$ cat config.mk
export PLATFORM = sky130hd
export DESIGN_NAME = sound_control_regs
export DESIGN_NICKNAME = d
export VERILOG_FILES = /design/src/include/sound_control_pkg.sv /design/src/hw/sound_control_regs.sv
export SDC_FILE = /design/constraint.sdc
export NUM_CORES = 1
export LEC_CHECK = 0
export BUFFER_PORTS_ARGS = -buffer_cell sky130_fd_sc_hd__buf_4
export CAP_MARGIN = 20
export CORE_MARGIN = 2
export CORE_UTILIZATION = 51
export DETAILED_ROUTE_END_ITERATION = 12
export HOLD_SLACK_MARGIN = 0.02
export PLACE_DENSITY = 0.93
export SYNTH_ARGS = -nofsm -noshare
export SYNTH_HDL_FRONTEND = slang
export SYNTH_SLANG_ARGS = --single-unit
$ cat constraint.sdc
create_clock -name clk -period 3.3 [get_ports clk]
set_input_delay 0.495 -clock clk [delete_from_list [all_inputs] [get_ports clk]]
set_output_delay 0.495 -clock clk [all_outputs]
set_load 0.01 [all_outputs]
$ cat src/include/sound_control_pkg.sv
// Package for the decoded-audio sound control register bank.
// Assumes a 32-bit APB master; register indices are word indices (byte address = 4 * index).
package sound_control_pkg;

   localparam int ADDR_WIDTH = 10;
   localparam int DATA_WIDTH = 32;

   // Register indices
   localparam logic [7:0] LEFT_VOLUME_INDEX = 8'h9e;
   localparam logic [7:0] RIGHT_VOLUME_INDEX = 8'h9f;
   localparam logic [7:0] BASS_GAIN_INDEX = 8'hb4;
   localparam logic [7:0] MID_GAIN_INDEX = 8'hb5;
   localparam logic [7:0] TREBLE_GAIN_INDEX = 8'hb6;
   localparam logic [7:0] DECODER_CLOCK_DIVIDER_INDEX = 8'heb;
   localparam logic [7:0] AUDIO_CONTROL_ONE_INDEX = 8'hc0;

   // Field widths and positions
   localparam int VOLUME_WIDTH = 5;
   localparam int BASS_WIDTH = 5;
   localparam int MID_WIDTH = 6;
   localparam int TREBLE_WIDTH = 6;
   localparam int DIVIDER_WIDTH = 5;
   localparam int SOURCE_BIT = 0;
   localparam int FORMAT_LSB = 1;
   localparam int FORMAT_MSB = 2;
   localparam int SAMPLE_WIDTH = 16;
   localparam int MCU_SAMPLE_WIDTH = 8;

   // Values after reset
   localparam logic [7:0] SETTING_RESET = 8'h00;
   localparam logic [4:0] DIVIDER_RESET = 5'h00;
   localparam logic [4:0] SHIFT_RESET = 5'h00;

   // Justification shift of the output point per format
   localparam logic [4:0] SHIFT_LEFT_JUSTIFIED = 5'h00;
   localparam logic [4:0] SHIFT_RIGHT_JUSTIFIED = 5'h10;
   localparam logic [4:0] SHIFT_I2S = 5'h01;

   typedef enum logic [1:0] {
      FORMAT_LEFT = 2'b00,
      FORMAT_RIGHT = 2'b01,
      FORMAT_I2S = 2'b10,
      FORMAT_SPARE = 2'b11
   } audio_format_type;

   typedef enum logic [2:0] {
      SEL_NONE = 3'b000,
      SEL_LEFT = 3'b001,
      SEL_RIGHT = 3'b010,
      SEL_BASS = 3'b011,
      SEL_MID = 3'b100,
      SEL_TREBLE = 3'b101,
      SEL_DIVIDER = 3'b110,
      SEL_CONTROL = 3'b111
   } reg_select_type;

   typedef struct packed {
      logic [VOLUME_WIDTH-1:0] leftVolume;
      logic [VOLUME_WIDTH-1:0] rightVolume;
      logic [BASS_WIDTH-1:0] bassGain;
      logic [MID_WIDTH-1:0] midGain;
      logic [TREBLE_WIDTH-1:0] trebleGain;
   } sound_settings_type;

   localparam sound_settings_type SETTINGS_RESET = '0;

endpackage

$ cat src/hw/sound_control_regs.sv
// Sound control register bank: volume, tone gains, decoder clock divider and
// output stream control, reached over APB.
// Assumes clk is the PLL clock and that sample inputs come from logic on clk.
// Overview of operation
// RULE1 - Unused upper bits of every register read back as zero.
// RULE2 - Software keeps unused upper bits at zero when writing.
// RULE3 - Left volume is five bits 4..0, driving left attenuation.
// RULE4 - Right volume is five bits 4..0, independent of left.
// RULE5 - Bass gain is five bits 4..0, setting low-band equalisation.
// RULE6 - Mid gain is six bits 5..0; bits 7 and 6 unused.
// RULE7 - Treble gain is six bits 5..0, setting high-band equalisation.
// RULE8 - Five-bit divider field generates the decoder clock.
// RULE9 - Reset clears every register of the bank to zero.
// RULE10 - Output offers left-justified, right-justified and I2S formats.
// RULE11 - Output stream comes from decoder samples or microcontroller samples.
// RULE12 - One source bit: zero picks decoder, one picks microcontroller.
// RULE13 - Decoder clock divides PLL clock; new divider applies from the write.
//
// The APB slave port was left to the implementer.
`timescale 1ns/1ps
module sound_control_regs
   import sound_control_pkg::*;
(
   input wire logic clk,
   input wire logic resetn,
   input wire logic ce,
   input wire logic psel,
   input wire logic penable,
   input wire logic pwrite,
   input wire logic [sound_control_pkg::ADDR_WIDTH-1:0] paddr,
   input wire logic [sound_control_pkg::DATA_WIDTH-1:0] pwdata,
   input wire logic [3:0] pstrb,
   output logic [sound_control_pkg::DATA_WIDTH-1:0] prdata,
   output logic pready,
   output logic pslverr,
   output sound_control_pkg::sound_settings_type soundSettings,
   output logic decoderClock,
   output sound_control_pkg::audio_format_type audioFormat,
   output logic [4:0] justifyShift,
   output logic streamSourceSelect,
   input wire logic [sound_control_pkg::SAMPLE_WIDTH-1:0] mp3Sample,
   input wire logic mp3Valid,
   output logic mp3Ready,
   input wire logic [sound_control_pkg::MCU_SAMPLE_WIDTH-1:0] mcuSample,
   input wire logic mcuValid,
   output logic mcuReady,
   output logic [sound_control_pkg::SAMPLE_WIDTH-1:0] streamSample,
   output logic streamValid
);
   import sound_control_pkg::*;

   logic readLoaded;
   logic writeEnable;
   logic dividerWrite;
   logic [DIVIDER_WIDTH-1:0] divValue;
   logic [DIVIDER_WIDTH-1:0] divCount;
   reg_select_type writeSel;

   function automatic reg_select_type decode(input logic [ADDR_WIDTH-1:0] addr);
      reg_select_type sel;
      sel = SEL_NONE;
      if (addr[1:0] == 2'b00)
      begin
         unique case (addr[ADDR_WIDTH-1:2])
            LEFT_VOLUME_INDEX: sel = SEL_LEFT;
            RIGHT_VOLUME_INDEX: sel = SEL_RIGHT;
            BASS_GAIN_INDEX: sel = SEL_BASS;
            MID_GAIN_INDEX: sel = SEL_MID;
            TREBLE_GAIN_INDEX: sel = SEL_TREBLE;
            DECODER_CLOCK_DIVIDER_INDEX: sel = SEL_DIVIDER;
            AUDIO_CONTROL_ONE_INDEX: sel = SEL_CONTROL;
            default: sel = SEL_NONE;
         endcase
      end
      return sel;
   endfunction

   // Fields are zero-extended, so the unused upper bits always read zero
   function automatic logic [DATA_WIDTH-1:0] readValue(input reg_select_type sel);
      logic [DATA_WIDTH-1:0] value;
      value = '0;
      unique case (sel)
         SEL_LEFT: value[VOLUME_WIDTH-1:0] = soundSettings.leftVolume; // RULE1
         SEL_RIGHT: value[VOLUME_WIDTH-1:0] = soundSettings.rightVolume; // RULE1
         SEL_BASS: value[BASS_WIDTH-1:0] = soundSettings.bassGain; // RULE1
         SEL_MID: value[MID_WIDTH-1:0] = soundSettings.midGain; // RULE1
         SEL_TREBLE: value[TREBLE_WIDTH-1:0] = soundSettings.trebleGain; // RULE1
         SEL_DIVIDER: value[DIVIDER_WIDTH-1:0] = divValue; // RULE1
         SEL_CONTROL:
         begin
            value[SOURCE_BIT] = streamSourceSelect;
            value[FORMAT_MSB:FORMAT_LSB] = audioFormat;
         end
         SEL_NONE: value = '0;
      endcase
      return value;
   endfunction

   // Read data is captured in the setup cycle so prdata comes from a flop;
   // this costs no wait state because the access phase answers at once.
   always_ff @(posedge clk or negedge resetn)
   begin
      if (!resetn)
      begin
         prdata <= '0;
         readLoaded <= 1'b0;
      end
      else if (ce)
      begin
         if (psel && !penable)
         begin
            prdata <= readValue(decode(paddr));
            readLoaded <= 1'b1;
         end
         else if (psel && penable && readLoaded)
         begin
            readLoaded <= 1'b0;
         end
         else if (psel && penable)
         begin
            // Setup fell while ce was low: capture now at the cost of one wait state
            prdata <= readValue(decode(paddr));
            readLoaded <= 1'b1;
         end
      end
   end

   assign pready = psel && penable && readLoaded && ce;
   assign pslverr = pready && (decode(paddr) == SEL_NONE);
   assign writeSel = decode(paddr);
   // Only the low byte carries fields, so only its strobe matters
   assign writeEnable = pready && pwrite && pstrb[0];
   assign dividerWrite = writeEnable && (writeSel == SEL_DIVIDER);

   // Upper bits of pwdata are dropped, which software keeps at zero anyway
   always_ff @(posedge clk or negedge resetn)
   begin
      if (!resetn)
      begin
         soundSettings <= SETTINGS_RESET; // RULE9
      end
      else if (writeEnable)
      begin
         unique case (writeSel)
            SEL_LEFT: soundSettings.leftVolume <= pwdata[VOLUME_WIDTH-1:0]; // RULE3
            SEL_RIGHT: soundSettings.rightVolume <= pwdata[VOLUME_WIDTH-1:0]; // RULE4
            SEL_BASS: soundSettings.bassGain <= pwdata[BASS_WIDTH-1:0]; // RULE5
            SEL_MID: soundSettings.midGain <= pwdata[MID_WIDTH-1:0]; // RULE6
            SEL_TREBLE: soundSettings.trebleGain <= pwdata[TREBLE_WIDTH-1:0]; // RULE7
            SEL_NONE, SEL_DIVIDER, SEL_CONTROL:
            begin
            end
         endcase
      end
   end

   always_ff @(posedge clk or negedge resetn)
   begin
      if (!resetn)
      begin
         streamSourceSelect <= 1'b0; // RULE9
         audioFormat <= FORMAT_LEFT;
         justifyShift <= SHIFT_RESET;
      end
      else if (writeEnable && (writeSel == SEL_CONTROL))
      begin
         streamSourceSelect <= pwdata[SOURCE_BIT]; // RULE12
         audioFormat <= audio_format_type'(pwdata[FORMAT_MSB:FORMAT_LSB]); // RULE10
         unique case (pwdata[FORMAT_MSB:FORMAT_LSB])
            FORMAT_RIGHT: justifyShift <= SHIFT_RIGHT_JUSTIFIED; // RULE10
            FORMAT_I2S: justifyShift <= SHIFT_I2S; // RULE10
            default: justifyShift <= SHIFT_LEFT_JUSTIFIED; // RULE10
         endcase
      end
   end

   always_ff @(posedge clk or negedge resetn)
   begin
      if (!resetn)
      begin
         divValue <= DIVIDER_RESET; // RULE9
      end
      else if (dividerWrite)
      begin
         divValue <= pwdata[DIVIDER_WIDTH-1:0]; // RULE8
      end
   end

   // Decoder clock period is 2 * (divValue + 1) PLL cycles. A write restarts
   // the count so the new ratio is used from the write onward.
   always_ff @(posedge clk or negedge resetn)
   begin
      if (!resetn)
      begin
         divCount <= DIVIDER_RESET;
         decoderClock <= 1'b0;
      end
      else if (ce)
      begin
         if (dividerWrite)
         begin
            divCount <= DIVIDER_RESET; // RULE13
         end
         else if (divCount >= divValue)
         begin
            divCount <= DIVIDER_RESET;
            decoderClock <= !decoderClock; // RULE8
         end
         else
         begin
            divCount <= divCount + 5'h01;
         end
      end
   end

   // Source mux; the unselected source is stalled rather than dropped
   assign mp3Ready = ce && !streamSourceSelect; // RULE11
   assign mcuReady = ce && streamSourceSelect; // RULE11

   always_ff @(posedge clk or negedge resetn)
   begin
      if (!resetn)
      begin
         streamSample <= '0;
         streamValid <= 1'b0;
      end
      else if (ce)
      begin
         if (!streamSourceSelect)
         begin
            streamSample <= mp3Sample; // RULE12
            streamValid <= mp3Valid;
         end
         else
         begin
            // Byte samples widen to 16 bits with a zero low byte
            streamSample <= {mcuSample, 8'h00}; // RULE11
            streamValid <= mcuValid;
         end
      end
   end
endmodule

Yosys cells after proc, flatten, opt, wreduce, memory -nomap -nowiden
Index checks and enable logic that the tools add are counted.
W data, S select, Z words.
- input bits: 78
- logic and storage cells: 102
- output and inout port bits: 89
- flip-flop bits (word level): 96
- multiplexer cells: 25
- bitwise logic cells: 1
- reductions and logical operators: 28
- $lt $le $gt $ge: 1
- add/sub/neg operators: 1
- equal/unequal tests: 31
- operator list (cell ; number):
    $mux W32 ; 3
    $eq A8 B8 Y1 const B ; 7
    $pmux W3 S8 ; 2
    $eq A3 B3 Y1 const B ; 12
    $pmux W2 S6 ; 2
    $mux W3 ; 7
    $pmux W3 S7 ; 1
    $eq A3 B2 Y1 const B ; 6
    $mux W16 ; 1
    $reduce_and A2 Y1 ; 6
    $logic_and A1 B1 Y1 ; 11
    $mux W5 ; 2
    $pmux W5 S2 ; 1
    $eq A3 B1 Y1 const B ; 3
    $logic_not A3 Y1 ; 3
    $reduce_and A3 Y1 ; 2
    $add A5 B1 Y5 const B ; 1
    $ge A5 B5 Y1 ; 1
    $mux W1 ; 4
    $pmux W1 S2 ; 2
    $logic_not A1 Y1 ; 3
    $reduce_bool A3 Y1 ; 1
    $eq A2 B1 Y1 const B ; 1
    $eq A2 B2 Y1 const B ; 1
    4 further kinds ; 4

Depth between registers and ports, before layout
- word-level depth: 12
- gate-level depth with buffers: 7
- depth with buffers taken out: 7

Worst setup path before layout
No wires, ideal clock.
- kind: input to register
- start point: input paddr[5] (netlist bit)
- end point: register soundSettings[12] (netlist bit)
- setup time: 0.125 ns
- stages on the path: 6
- data arrival time: 1.773 ns
- path slack: 1.402 ns
- data required time: 3.175 ns
- buffers on the path: 2
- path through: buf_2 > nor3b_4 > o21a_1 > and4b_1 > buf_6 > mux2_4
- cells in the longest elaborated chain, start to end: 5
- elaborated cells on any way between the ends: 11
- classes of those cells: eq/ne (8); mux (2); reduce/logical (1)
- RTL lines (what ; RTL line ; source):
    start, declared ; sound_control_regs.sv:30 ; input wire logic [sound_control_pkg::ADDR_WIDTH-1:0] paddr,
    $eq A8 B8 Y1 ; sound_control_regs.sv:64 ; unique case (addr[ADDR_WIDTH-1:2])
    $pmux W3 S7 * ; sound_control_regs.sv:64 ;
    $mux W3 * ; sound_control_regs.sv:62 ; if (addr[1:0] == 2'b00)
    $eq A3 B2 Y1 * ; sound_control_regs.sv:144 ; unique case (writeSel)
    $reduce_and A2 Y1 (no line) * ; n/a ;
    end, declared ; sound_control_regs.sv:36 ; output sound_control_pkg::sound_settings_type soundSettings,
Every way passes the cells marked *; elsewhere a longest branch is shown, timed or not.
A chain may end at the register's enable or synchronous reset.

Final worst setup path
- start point: input ce
- end point: output mp3Ready
- cells in the longest elaborated chain, start to end: 1
- RTL lines (what ; RTL line ; source):
    start, declared ; sound_control_regs.sv:26 ; input wire logic ce,
    $logic_and A1 B1 Y1 ; sound_control_regs.sv:217 ; assign mp3Ready = ce && !streamSourceSelect;
    end, declared ; sound_control_regs.sv:43 ; output logic mp3Ready,
No other way between the ends.

==> reports/summary.txt <==
Routability cong. -> 0.8734
Worst-Skew Late Latency -> 0.33 ns
Routed length per placed instance -> 16.57 um
Clk pwr share -> 0.337
Final hold vios -> 0
Post-Synth Simple-Gate Area -> 0.1497
Synth cell count leaders -> 67 x dfrtp_1, 30 x mux2_2, 29 x buf_4
Reg2Reg Capture Point -> soundSettings[13]$_DFFE_PN0P_
Post-DRT Antenna Nets -> 0
Final setup margin -> 1.108 ns
Tot Pwr -> 0.001733 W
Boundary pin count -> 167
Slew Viols, Final -> 0
Core footprint -> 6794 um2
Final Net Count -> 525
Cts bufs inserted -> 9
Maxcap violations -> 0
Synth top area cells -> dfrtp_1 47%, mux2_2 9.4%, buf_4 6.1%
Total Negative Setup Slacks -> 0 ns
Antenna diodes -> 0
Post-synth EDFFs -> 0
#FFs+latches synth -> 67
Crit-path max FO -> 41
Initial antenna violation count -> 0
Std cell rows -> 30
Hold buffers post-CTS -> 0
WHS -> 0.2592 ns
Chip Height -> 87.94 um
Layout fillers -> 516
Register area share after synthesis -> 0.4666
Post_cts resized -> 0
Setup bufs post-CTS -> 0
I/O Buffers -> 108
Leakage -> 2.233 nW
Root Buffer Master -> clkbuf_8
Yosys top cell by area -> dfrtp_1
Worst R2R Setup Slack -> 1.31 ns
Switching pwr -> 0.0004655 W
Period utilization -> 0.6644
Yosys warnings -> 0
H-tree levels -> 3
Worst slack, placed -> 1.080 ns
Vias -> 2968
Final Skew -> 0.007995 ns
Mux share of post-synthesis cell area -> 0.1455
Post-Syn Instances -> 332
Clock tree buffer depth -> 2
Count leader, synth -> dfrtp_1
Async set or reset register ratio after synthesis -> 1.000
# clock sinks -> 67
Drt total wl -> 8963 um
Unrepaired setup endpoints after global routing -> no
Layout area overhead -> 26.50%
Sw Share -> 0.2687
Post-synthesis adder-cell area fraction -> 0.02089
CTS tree -> done
Compound-Gate Fraction of Synth Area -> 0.1177
Drt first pass iters -> 5
Element type at the critical path end -> primary output
Startpoint Class -> input pin
R2r worst-path depth -> 4
Synth Area in XOR/XNOR -> 0.002437
Comb pwr share -> 0.152
Synth Cell Area -> 3593 um2
Initial Utilization -> 0.5289
Top-area cell type share of the netlist area -> 0.4666
Starting DRT DRC Count -> 184
Die W -> 87.94 um
Pint -> 0.001267 W
Largest net degree at the start of global routing -> 68
First-pass GRT wire length -> 13940 um
Synth unique cells -> 53
Upper clock frequency limit -> 456.1 MHz
Peak supply drop -> 0.0002613 V
Synth Area per Inst -> 10.82 um2
Final Util -> 0.6691
Die area -> 7733 um2
Worst slew pin tran -> 0.8239 ns
GR Overflow Total -> 0
Share of layout cells above drive strength 1 -> 0.3933
PwrDens -> 381.1 nW/um2
CP Class -> in -> out
Hpwl dp -> 6467 um
Hold Crit Class -> in -> async
Top FF cell, synth -> dfrtp_1
Seq pwr share -> 0.511
Status -> complete, no violations
Max_slew headroom -> 0.4507
Total Routing Usage GR -> 0.2375
Worst reg2reg path startpoint -> readLoaded$_DFFE_PN0P_
Final Critical Period -> 2.192 ns
Largest family of logic cells by synthesized area -> simple AND/OR/NAND/NOR gates
Worst Path Required -> 2.80 ns
Routed vias/inst -> 5.486
Crit path DAT -> 1.70 ns
Final setup vio count -> 0
Vias in the first global route -> 2847
Residual DRC -> 0
Clock Pin Slew Worst Setup and Hold Paths -> 0.07 ns
-- critical path, stage by stage --
cell,delay [ns]
buf_4,0.08
buf_4,0.32
nor2b_1,0.56
buf_4,0.24
-- worst max path at each step --
stage	to	startpoint	depth (start not counted)
after CTS	mp3Ready	ce	4
after floorplan	soundSettings[12]$_DFFE_PN0P_	paddr[5]	6
after global routing	mp3Ready	ce	4
after global placement	soundSettings[12]$_DFFE_PN0P_	ce	5
final	mp3Ready	ce	4
after detailed placement	soundSettings[15]$_DFFE_PN0P_	ce	5
-- area by class of cell --
class	instances	area (um2)	share of cell area
Clock buffer	10	137.6	0.03028
Clock inverter	5	30.03	0.006606
Inverter	19	71.32	0.01569
Multi-Input combinational cell	233	1677	0.3688
Sequential cell	67	1677	0.3688
Tap cell	96	120.1	0.02642
Timing Repair Buffer	111	833.3	0.1833
-- state kept, by name, indices dropped and copies added, names as in the netlist, 2 cells and up --
register,flops
divValue,5
streamSample,16
divCount,5
audioFormat,2
prdata,6
soundSettings,27
justifyShift,2
-- logic make-up (layout without fill, tap and decap cells) --
group | Yosys count | count (layout)
buf+inv | 60 | 145
compound gates | 66 | 66
simple gates | 85 | 85
fa+ha+maj | 6 | 6
flops | 67 | 67
mux | 46 | 46
other cells | 1 | 29
xor+xnor | 1 | 1
-- placed cells by master (no fill, tap or decap), types with 5 or more instances in the layout --
| master | n |
|---|---|
| mux2i_1 | 11 |
| buf_4 | 111 |
| nand3_1 | 7 |
| o22ai_1 | 7 |
| o21ai_0 | 19 |
| a21oi_1 | 15 |
| ha_1 | 6 |
| clkbuf_8 | 10 |
| a22oi_1 | 8 |
| conb_1 | 29 |
| inv_1 | 19 |
| mux2_2 | 30 |
| mux2_4 | 5 |
| dfrtp_1 | 67 |
| nor2_1 | 18 |
| nand4_1 | 5 |
| nand2_1 | 22 |
-- metal layers --
layer  share of wire  vias up  wire length, um  GRT usage
li1                -     1344                -          -
met4           0.021        0              191    0.09510
met3           0.069       17              621    0.04995
met5               0        -                0          0
met1            0.40     1466             3545     0.3062
met2            0.51      141             4605     0.3926
-- stage by stage --
step | instance area (um2) | std cells
2_1_floorplan | 3699 | 360
3_3_place_gp | 4378 | 526
5_1_grt | 4546 | 541
4_1_cts | 4546 | 541
3_5_place_dp | 4378 | 526
6_report | 4546 | 541
-- power groups by stage --
stage | Sequential, W | Clock [W] | Combinational (W)
finish | 0.000886 | 0.000583 | 0.000264
global route | 0.000889 | 0.000636 | 0.000289
CTS | 0.000885 | 0.000600 | 0.000264
detailed placement | 0.000900 | 0 | 0.000262
global placement | 0.000899 | 0 | 0.000254
floorplan | 0.000915 | 0 | 0.000116
Power figures use the tool's default switching activity.
